[config.mk]
export PLATFORM = sky130hd
export DESIGN_NAME = tws_slave_tx
export DESIGN_NICKNAME = d
export VERILOG_FILES = /design/src/rtl/tws_pkg.sv /design/src/rtl/tws_slave_tx.sv
export SDC_FILE = /design/constraint.sdc
export NUM_CORES = 1
export LEC_CHECK = 0
export BUFFER_PORTS_ARGS = -buffer_cell sky130_fd_sc_hd__buf_2
export CORE_MARGIN = 1.5
export CORE_UTILIZATION = 57
export DETAILED_ROUTE_END_ITERATION = 12
export PLACE_DENSITY = 0.82
export SLEW_MARGIN = 30
export SYNTH_ARGS = -nofsm -noshare
export SYNTH_HDL_FRONTEND = slang
export SYNTH_SLANG_ARGS = --single-unit
export TNS_END_PERCENT = 100
[constraint.sdc]
create_clock -name hclk -period 6.5 [get_ports hclk]
set_clock_uncertainty 0.05 [all_clocks]
set_input_delay 0.975 -clock hclk [delete_from_list [all_inputs] [get_ports hclk]]
set_output_delay 0.975 -clock hclk [all_outputs]
set_load 0.03 [all_outputs]
[src/rtl/tws_pkg.sv]
// Purpose: Shared constants and carriers for the two-wire slave transmitter
// Assumes: 32-bit AHB-Lite register access, one word per register
// Notes:   Status codes carry the prescaler field as zero
package tws_pkg;

   // ---------------------------------------------------------------
   // Register map (byte addresses)
   // ---------------------------------------------------------------
   localparam logic [7:0] OFS_OWN = 8'h00;
   localparam logic [7:0] OFS_CTRL = 8'h04;
   localparam logic [7:0] OFS_STAT = 8'h08;
   localparam logic [7:0] OFS_DATA = 8'h0c;
   localparam logic [7:0] OFS_SLEEP = 8'h10;

   // ---------------------------------------------------------------
   // Field positions and reset values
   // ---------------------------------------------------------------
   localparam int CTRL_DONE = 7;
   localparam int CTRL_ACK_EN = 6;
   localparam int CTRL_STA = 5;
   localparam int CTRL_STO = 4;
   localparam int CTRL_EN = 2;
   localparam int SLP_DEEP = 0;
   localparam int SLP_ARB = 1;
   localparam logic [7:0] OWN_RST = 8'h00;
   localparam logic [7:0] CTRL_RST = 8'h00;
   localparam logic [1:0] PSC_RST = 2'h0;
   localparam logic [1:0] SLP_RST = 2'h0;
   localparam logic [7:0] BYTE_RST = 8'h00;
   localparam logic [3:0] ADDR_BITS = 4'h8;
   localparam logic [3:0] LAST_BIT = 4'h7;
   localparam logic [6:0] GC_ADDR = 7'h00;

   // ---------------------------------------------------------------
   // Status codes
   // ---------------------------------------------------------------
   localparam logic [7:0] ST_OWN_READ = 8'ha8;
   localparam logic [7:0] ST_ARB_READ = 8'hb0;
   localparam logic [7:0] ST_TX_ACK = 8'hb8;
   localparam logic [7:0] ST_TX_NACK = 8'hc0;
   localparam logic [7:0] ST_LAST_ACK = 8'hc8;
   localparam logic [7:0] ST_NONE = 8'hf8;

   typedef enum logic [2:0] {
      S_IDLE,
      S_ADDR,
      S_ADDR_ACK,
      S_WAIT,
      S_TX,
      S_TX_ACK,
      S_IGNORE
   } tws_state_e;

   // Levels seen on the open-drain bus wires
   typedef struct packed {
      logic scl;
      logic sda;
   } tws_pin_s;

   // Open-drain drive: output value and enable for each wire
   typedef struct packed {
      logic scl_o;
      logic scl_oe;
      logic sda_o;
      logic sda_oe;
   } tws_pad_s;

endpackage : tws_pkg

[src/rtl/tws_slave_tx.sv]
// Purpose: Slave transmitter of a byte-oriented two-wire serial interface
// Assumes: hclk 25 MHz; bus clock far slower, sampled through synchronisers
// Notes:   Master and slave receiver modes and bus error are not built
//
// The address map and the AHB-Lite register port were chosen for this implementation.
module tws_slave_tx
#(
   parameter int BUF_DEPTH = 2,
   parameter int BUF_WIDTH = 8
)
(
   input wire logic hclk,
   input wire logic hresetn,
   input wire logic hsel,
   input wire logic [31:0] haddr,
   input wire logic [1:0] htrans,
   input wire logic hwrite,
   input wire logic [2:0] hsize,
   input wire logic [31:0] hwdata,
   input wire logic hready,
   output logic hreadyout,
   output logic hresp,
   output logic [31:0] hrdata,
   input wire tws_pkg::tws_pin_s pad_in,
   output tws_pkg::tws_pad_s pad_out,
   output logic wake_req
);
   import tws_pkg::*;

   // ---------------------------------------------------------------
   // Declarations
   // ---------------------------------------------------------------
   localparam int PW = (BUF_DEPTH > 1) ? $clog2(BUF_DEPTH) : 1;
   localparam logic [PW:0] BUF_FULL = (PW + 1)'(BUF_DEPTH);

   logic [7:0] own_r, ctrl_r, code_r, rx_byte_r, shreg_r;
   logic [1:0] psc_r, slp_r;
   logic done_r, last_r, ack_r, wake_r, sda_oe_r, scl_oe_r, scl_wait_r;
   logic [3:0] cnt_r;
   tws_state_e state_r;
   logic scl_m, scl_s, scl_d, sda_m, sda_s, sda_d;
   logic scl_rise, scl_fall, start_c, stop_c;
   logic dph_valid_r, dph_write_r;
   logic [7:0] dph_addr_r;
   logic [BUF_WIDTH-1:0] buf_mem [BUF_DEPTH];
   logic [PW-1:0] wr_ptr_r, rd_ptr_r;
   logic [PW:0] buf_cnt_r;
   logic buf_in_valid, buf_in_ready, buf_out_valid, buf_out_ready;
   logic wr_en, hw_set, sw_clr, addr_ok, go_tx;
   logic [7:0] stat_code, rd_mux;

   function automatic logic addr_match(input logic [7:0] rx,
                                       input logic [7:0] own);
      // Address zero is only ever a general call, even with own address 0
      addr_match = (rx[7:1] == own[7:1] && rx[7:1] != GC_ADDR)
         || (own[0] && rx[7:1] == GC_ADDR);
   endfunction : addr_match

   // ---------------------------------------------------------------
   // Pin synchronisers and bus condition detection
   // ---------------------------------------------------------------
   always_ff @(posedge hclk or negedge hresetn)
   begin
      if (!hresetn)
      begin
         {scl_m, scl_s, scl_d} <= 3'h7;
         {sda_m, sda_s, sda_d} <= 3'h7;
      end
      else
      begin
         scl_m <= pad_in.scl;
         scl_s <= scl_m;
         scl_d <= scl_s;
         sda_m <= pad_in.sda;
         sda_s <= sda_m;
         sda_d <= sda_s;
      end
   end

   assign scl_rise = scl_s && !scl_d;
   assign scl_fall = !scl_s && scl_d;
   assign start_c = scl_s && scl_d && sda_d && !sda_s;
   assign stop_c = scl_s && scl_d && !sda_d && sda_s;

   // ---------------------------------------------------------------
   // AHB-Lite slave
   // ---------------------------------------------------------------
   always_ff @(posedge hclk or negedge hresetn)
   begin
      if (!hresetn)
      begin
         dph_valid_r <= 1'b0;
         dph_write_r <= 1'b0;
         dph_addr_r <= 8'h00;
      end
      else if (hready)
      begin
         dph_valid_r <= hsel && htrans[1];
         dph_write_r <= hwrite;
         dph_addr_r <= haddr[7:0];
      end
   end

   // A data write into a full buffer stalls the bus instead of dropping it
   assign buf_in_valid = dph_valid_r && dph_write_r && dph_addr_r == OFS_DATA;
   assign hreadyout = !(buf_in_valid && !buf_in_ready);
   assign hresp = 1'b0;
   assign wr_en = dph_valid_r && dph_write_r && hreadyout;
   assign sw_clr = wr_en && dph_addr_r == OFS_CTRL && hwdata[CTRL_DONE];

   assign stat_code = done_r ? code_r : ST_NONE;

   always_comb
   begin
      unique case (dph_addr_r)
         OFS_OWN: rd_mux = own_r;
         OFS_CTRL: rd_mux = {done_r, ctrl_r[6:0]};
         OFS_STAT: rd_mux = {stat_code[7:3], 1'b0, psc_r};
         OFS_DATA: rd_mux = rx_byte_r;
         OFS_SLEEP: rd_mux = {6'h00, slp_r};
         default: rd_mux = 8'h00;
      endcase
   end

   assign hrdata = (dph_valid_r && !dph_write_r) ? {24'h000000, rd_mux}
                                                 : 32'h00000000;

   always_ff @(posedge hclk or negedge hresetn)
   begin
      if (!hresetn)
      begin
         own_r <= OWN_RST;
         ctrl_r <= CTRL_RST;
         psc_r <= PSC_RST;
      end
      else if (wr_en)
      begin
         if (dph_addr_r == OFS_OWN)
            own_r <= hwdata[7:0];
         if (dph_addr_r == OFS_CTRL)
            ctrl_r <= {1'b0, hwdata[6:0]};
         if (dph_addr_r == OFS_STAT)
            psc_r <= hwdata[1:0];
      end
   end

   // Arbitration-lost marker is consumed by the address match it qualifies
   always_ff @(posedge hclk or negedge hresetn)
   begin
      if (!hresetn)
         slp_r <= SLP_RST;
      else if (wr_en && dph_addr_r == OFS_SLEEP)
         slp_r <= hwdata[1:0];
      else if (hw_set && state_r == S_ADDR_ACK)
         slp_r[SLP_ARB] <= 1'b0;
   end

   // Hardware set wins over a software clear in the same cycle
   always_ff @(posedge hclk or negedge hresetn)
   begin
      if (!hresetn)
         done_r <= 1'b0;
      else if (hw_set)
         done_r <= 1'b1;
      else if (sw_clr)
         done_r <= 1'b0;
   end

   // Wake request holds until software leaves deep sleep
   always_ff @(posedge hclk or negedge hresetn)
   begin
      if (!hresetn)
         wake_r <= 1'b0;
      else if (!slp_r[SLP_DEEP])
         wake_r <= 1'b0;
      else if (addr_ok)
         wake_r <= 1'b1;
   end

   assign wake_req = wake_r;

   // ---------------------------------------------------------------
   // Two-entry transmit buffer
   // ---------------------------------------------------------------
   assign buf_in_ready = buf_cnt_r != BUF_FULL;
   assign buf_out_valid = buf_cnt_r != '0;
   assign buf_out_ready = go_tx;

   always_ff @(posedge hclk or negedge hresetn)
   begin
      if (!hresetn)
      begin
         wr_ptr_r <= '0;
         rd_ptr_r <= '0;
         buf_cnt_r <= '0;
      end
      else
      begin
         if (buf_in_valid && buf_in_ready)
            wr_ptr_r <= (wr_ptr_r == PW'(BUF_DEPTH - 1)) ? '0 : wr_ptr_r + 1'b1;
         if (buf_out_valid && buf_out_ready)
            rd_ptr_r <= (rd_ptr_r == PW'(BUF_DEPTH - 1)) ? '0 : rd_ptr_r + 1'b1;
         buf_cnt_r <= buf_cnt_r + (PW + 1)'(buf_in_valid && buf_in_ready)
                    - (PW + 1)'(buf_out_valid && buf_out_ready);
      end
   end

   always_ff @(posedge hclk)
   begin
      if (buf_in_valid && buf_in_ready)
         buf_mem[wr_ptr_r] <= hwdata[BUF_WIDTH-1:0];
   end

   // ---------------------------------------------------------------
   // Bus protocol engine
   // ---------------------------------------------------------------
   // Enable and ack enable gate recognition; cleared ack enable isolates
   assign addr_ok = state_r == S_ADDR && scl_fall && cnt_r == ADDR_BITS
      && ctrl_r[CTRL_EN] && ctrl_r[CTRL_ACK_EN]
      && shreg_r[0] && addr_match(shreg_r, own_r);
   assign go_tx = state_r == S_WAIT && !done_r && buf_out_valid;
   assign hw_set = (state_r == S_ADDR_ACK && scl_fall)
      || (state_r == S_TX_ACK && scl_fall);

   always_ff @(posedge hclk or negedge hresetn)
   begin
      if (!hresetn)
      begin
         state_r <= S_IDLE;
         cnt_r <= 4'h0;
         shreg_r <= BYTE_RST;
         last_r <= 1'b0;
         ack_r <= 1'b0;
         code_r <= ST_NONE;
      end
      else if (stop_c)
         state_r <= S_IDLE;
      else if (start_c)
      begin
         state_r <= S_ADDR;
         cnt_r <= 4'h0;
      end
      else
      begin
         unique case (state_r)
            S_IDLE: ;
            S_ADDR:
            begin
               if (scl_rise)
               begin
                  shreg_r <= {shreg_r[6:0], sda_s};
                  cnt_r <= cnt_r + 4'h1;
               end
               else if (scl_fall && cnt_r == ADDR_BITS)
                  state_r <= addr_ok ? S_ADDR_ACK : S_IGNORE;
            end
            S_ADDR_ACK:
            begin
               if (scl_fall)
               begin
                  state_r <= S_WAIT;
                  code_r <= slp_r[SLP_ARB] ? ST_ARB_READ
                                           : ST_OWN_READ;
               end
            end
            S_WAIT:
            begin
               if (go_tx)
               begin
                  shreg_r <= buf_mem[rd_ptr_r];
                  last_r <= !ctrl_r[CTRL_ACK_EN];
                  cnt_r <= 4'h0;
                  state_r <= S_TX;
               end
            end
            S_TX:
            begin
               if (scl_fall)
               begin
                  if (cnt_r == LAST_BIT)
                     state_r <= S_TX_ACK;
                  else
                  begin
                     shreg_r <= {shreg_r[6:0], 1'b1};
                     cnt_r <= cnt_r + 4'h1;
                  end
               end
            end
            S_TX_ACK:
            begin
               if (scl_rise)
                  ack_r <= !sda_s;
               else if (scl_fall)
               begin
                  if (!ack_r)
                  begin
                     code_r <= ST_TX_NACK;
                     state_r <= S_IGNORE;
                  end
                  else if (last_r)
                  begin
                     code_r <= ST_LAST_ACK;
                     state_r <= S_IGNORE;
                  end
                  else
                  begin
                     code_r <= ST_TX_ACK;
                     state_r <= S_WAIT;
                  end
               end
            end
            S_IGNORE: ;
         endcase
      end
   end

   // Received address byte is kept only while awake; after a wake match
   // software must not expect it here
   always_ff @(posedge hclk or negedge hresetn)
   begin
      if (!hresetn)
         rx_byte_r <= BYTE_RST;
      else if (addr_ok && !slp_r[SLP_DEEP])
         rx_byte_r <= shreg_r;
   end

   // SDA lags the state by one cycle, SCL release by two; far below a bus clock half period
   always_ff @(posedge hclk or negedge hresetn)
   begin
      if (!hresetn)
      begin
         sda_oe_r <= 1'b0;
         scl_oe_r <= 1'b0;
         scl_wait_r <= 1'b0;
      end
      else
      begin
         sda_oe_r <= state_r == S_ADDR_ACK
            || (state_r == S_TX && !shreg_r[7]);
         // SCL goes free a cycle after SDA carries the first bit; the other
         // order shows SDA falling under a high SCL, a false START
         scl_wait_r <= state_r == S_WAIT;
         scl_oe_r <= state_r == S_WAIT || scl_wait_r;
      end
   end

   assign pad_out = '{scl_o: 1'b0, scl_oe: scl_oe_r,
                      sda_o: 1'b0, sda_oe: sda_oe_r};
endmodule : tws_slave_tx

==> out/results.tsv <==
stage	metric	value	unit
synth	dominant synthesized flop cell	dfrtp_1	
pwr	leakage power	2.12	nW
critical_path	crit path max fanout	17	
timing	Worst Tran Pin Value	0.747	ns
drt	mean number of vias per cell	5.68	
die	initial core utilization	59.7	%
synth	sequential share of the synthesized area	52.7	%
critical_path	CP Data Required Time	5.47	ns
final_layout	most common cell after layout, fill and taps aside	dfrtp_1	
die	io pins	115	
global_route	Tot GR Track Use	22.0	%
synth	Distinct cells, synth	61	
timing	unrepaired setup endpoints after global routing	false	
synth	async set-reset flop share out of synthesis	82.0	%
cts	number of buffers created by CTS	9	
cts	setup bufs post-CTS	0	
timing	setup violators final	0	
timing	Rel. slew slack	50.0	%
min_path	Worst Hold Class	reg2reg	
flow_run	Max Cap Violations	0	
pwr	Power per Cell Area	313	mW/mm^2
cts	H-tree levels	3	
critical_path	r2r setup slk	3.94	ns
cts	clk slew on worst S/H paths	0.08	ns
cts	Clk Latency, worst-skew pair	0.35	ns
die	Placeable Area	0.00737	sq mm
final_layout	Area Overhead vs Synth	6.88	%
critical_path	slowest stage delay, CP	0.81	ns
placed_design	port bufs	35	
die	Die Y	90.8	um
global_route	first-pass GRT wire length	14100	um
global_route	total gr overflow	0	
drt	final WL	8450	um
critical_path	CP startpoint kind	flip-flop	
synth	Yosys top cell area share	35.8	%
critical_path	worst path cell trace	mux4_2 -> nor2b_1 -> a31oi_1 -> nor3_1 -> buf_2	
critical_path	CP Data Arrival Time	2.32	ns
synth	syn_area_per_cell	11.4	sq um
outcome	status	finished, final reports clean	
min_path	min-delay src	scl_m	
drt	DR DRC count	0	
critical_path	Critical-path top delay cell	dfrtp_1	
synth	post-synthesis instance area	0.00440	sq mm
global_route	via count of the first global-routing pass	2926	
final_layout	layout cells sized above 1	27.0	%
timing	Slew Viols, Final	0	
drt	DRT iter0 DRCs	297	
timing	final worst slack	3.16	ns
timing	Tcrit/Tclk final	51.4	%
min_path	Hold Path Depth	0	
die	Die Wd	90.8	um
final_layout	diode count	0	
cts	post_cts resized	0	
cts	# hold bufs at CTS	0	
synth	Mapped Cells	386	
synth	synth warn	0	
die	Placement Rows	31	
cts	# clock sinks	89	
critical_path	RR Startpoint	state_r[0]	
timing	minimum clock period	3.34	ns
final_layout	Layout Nets	498	
timing	Fmax	0.299	GHz
critical_path	Crit. End Element	output port	
cts	CTS root buf	clkbuf_8	
placed_design	Place WS	3.52	ns
min_path	Hold Crit Endpoint	scl_s	
die	Die Footprint	0.00825	sq mm
timing	setup tns final	0	ns
final_layout	most frequent cells in the layout	dfrtp_1, mux2_2, buf_2	
critical_path	FF-to-FF End	buf_cnt_r[1]	
placed_design	Final Wtd Congestion	0.819	
pwr	maximum VDD drop	0.175	mV
drt	first-pass iteration count of the detailed router	4	
critical_path	reg2reg path depth	7	
global_route	largest net degree at the start of global routing	74	
final_layout	Core Util, Final	63.8	%
synth	#FFs+latches synth	89	
drt	via count	2964	
global_route	initial antenna violation count	0	
critical_path	WS Path Type	reg2out	
synth	top area cells in the synthesized netlist	dfrtp_1, edfxtp_1, mux2_2	
placed_design	post-DP HPWL	5990	um
cts	Clock Path Buffers	2	
synth	Post-synth EDFFs	16	
synth	Synth area leader	dfrtp_1	
drt	Wirelength per Cell	16.2	um
timing	final hold vios	0	
cts	TritonCTS clock tree	done	
drt	Final ANT Viol Nets	0	
==> worst max-delay path: cells and delay by family, from the launching register on <==
kind            cells  cell delay, ns
simple gates        2            0.22
mux                 1            0.61
buf+inv             1            0.18
compound gates      1            0.16
flops               1            0.81
==> report_power, final <==
group          switching, mW  internal (mW)  total [mW]
sequential             0.113          0.654       0.767
clock                  0.199          0.138       0.337
combinational          0.207          0.159       0.366
==> cells by family (layout without fill, tap and decap cells) <==
family	after synthesis	count (layout)	synth area share, %
flops	89	89	52.7
simple gates	100	100	12.6
compound gates	72	72	10.4
xor+xnor	12	12	2.39
mux	50	50	13.0
other cells	1	27	0.0853
fa+ha+maj	4	4	1.14
buf+inv	58	69	7.68
==> cell type report <==
class / instances / area (sq um)
Multi-Input combinational cell: 265 / 1840
Fill cell: 574 / 2670
Tap cell: 99 / 124
Timing Repair Buffer: 37 / 191
Sequential cell: 89 / 2320
Clock inverter: 7 / 43.8
Clock buffer: 9 / 124
Inverter: 16 / 60.1
==> worst max-delay path by stage <==
stage	from	endpoint	slack, ns	depth (start not counted)
after floorplan	dph_addr_r[0]	hrdata[3]	3.50	5
after global placement	dph_addr_r[0]	hreadyout	3.51	4
after detailed placement	dph_addr_r[0]	hreadyout	3.52	4
after CTS	dph_addr_r[0]	hreadyout	3.13	4
after global routing	dph_addr_r[0]	hreadyout	2.98	4
final	dph_addr_r[2]	hrdata[1]	3.16	5
==> cells in the mapped netlist, types with 3 or more instances <==
cell type	number
nor2b_1	9
edfxtp_1	16
or2_2	3
mux2_2	36
o21ai_0	13
nand3_1	6
a21o_1	4
nand2b_1	6
dfrtp_1	63
a211oi_1	8
ha_1	4
inv_1	15
nor4_1	4
nand2_1	21
buf_2	3
buf_4	29
nor3_1	6
mux2i_1	12
a21oi_1	21
a31oi_1	5
dfstp_2	10
clkbuf_1	7
xor2_1	9
xnor2_1	3
o22ai_1	7
nor2_1	24
or3b_2	3
==> per-layer routing <==
metal | global-route usage, % | up-vias | routed length, um | share of wire, %
met5 | 0 | - | 0 | 0
met4 | 9.64 | 0 | 225 | 2.7
met3 | 5.81 | 19 | 542 | 6.4
met2 | 34.0 | 126 | 3900 | 46
met1 | 29.3 | 1430 | 3780 | 45
li1 | - | 1389 | - | -
==> stage by stage <==
stage               hold slack, ns  area (sq um)  power, mW  instances
finish                       0.309          4700       1.47        522
global route                 0.313          4700       1.56        522
CTS                          0.310          4690       1.47        521
detailed placement           0.297          4520       1.13        505
global placement             0.297          4520       1.12        505
floorplan                    0.295          4500       1.06        412
==> sequential cells by signal, indices dropped and copies added, names as in the netlist, 2 cells and up <==
name        cells
buf_cnt_r       2
buf_mem        16
cnt_r           4
code_r          4
ctrl_r          7
dph_addr_r      8
own_r           8
psc_r           2
rx_byte_r       8
shreg_r         8
slp_r           2
state_r         3
Power figures use the tool's default switching activity.
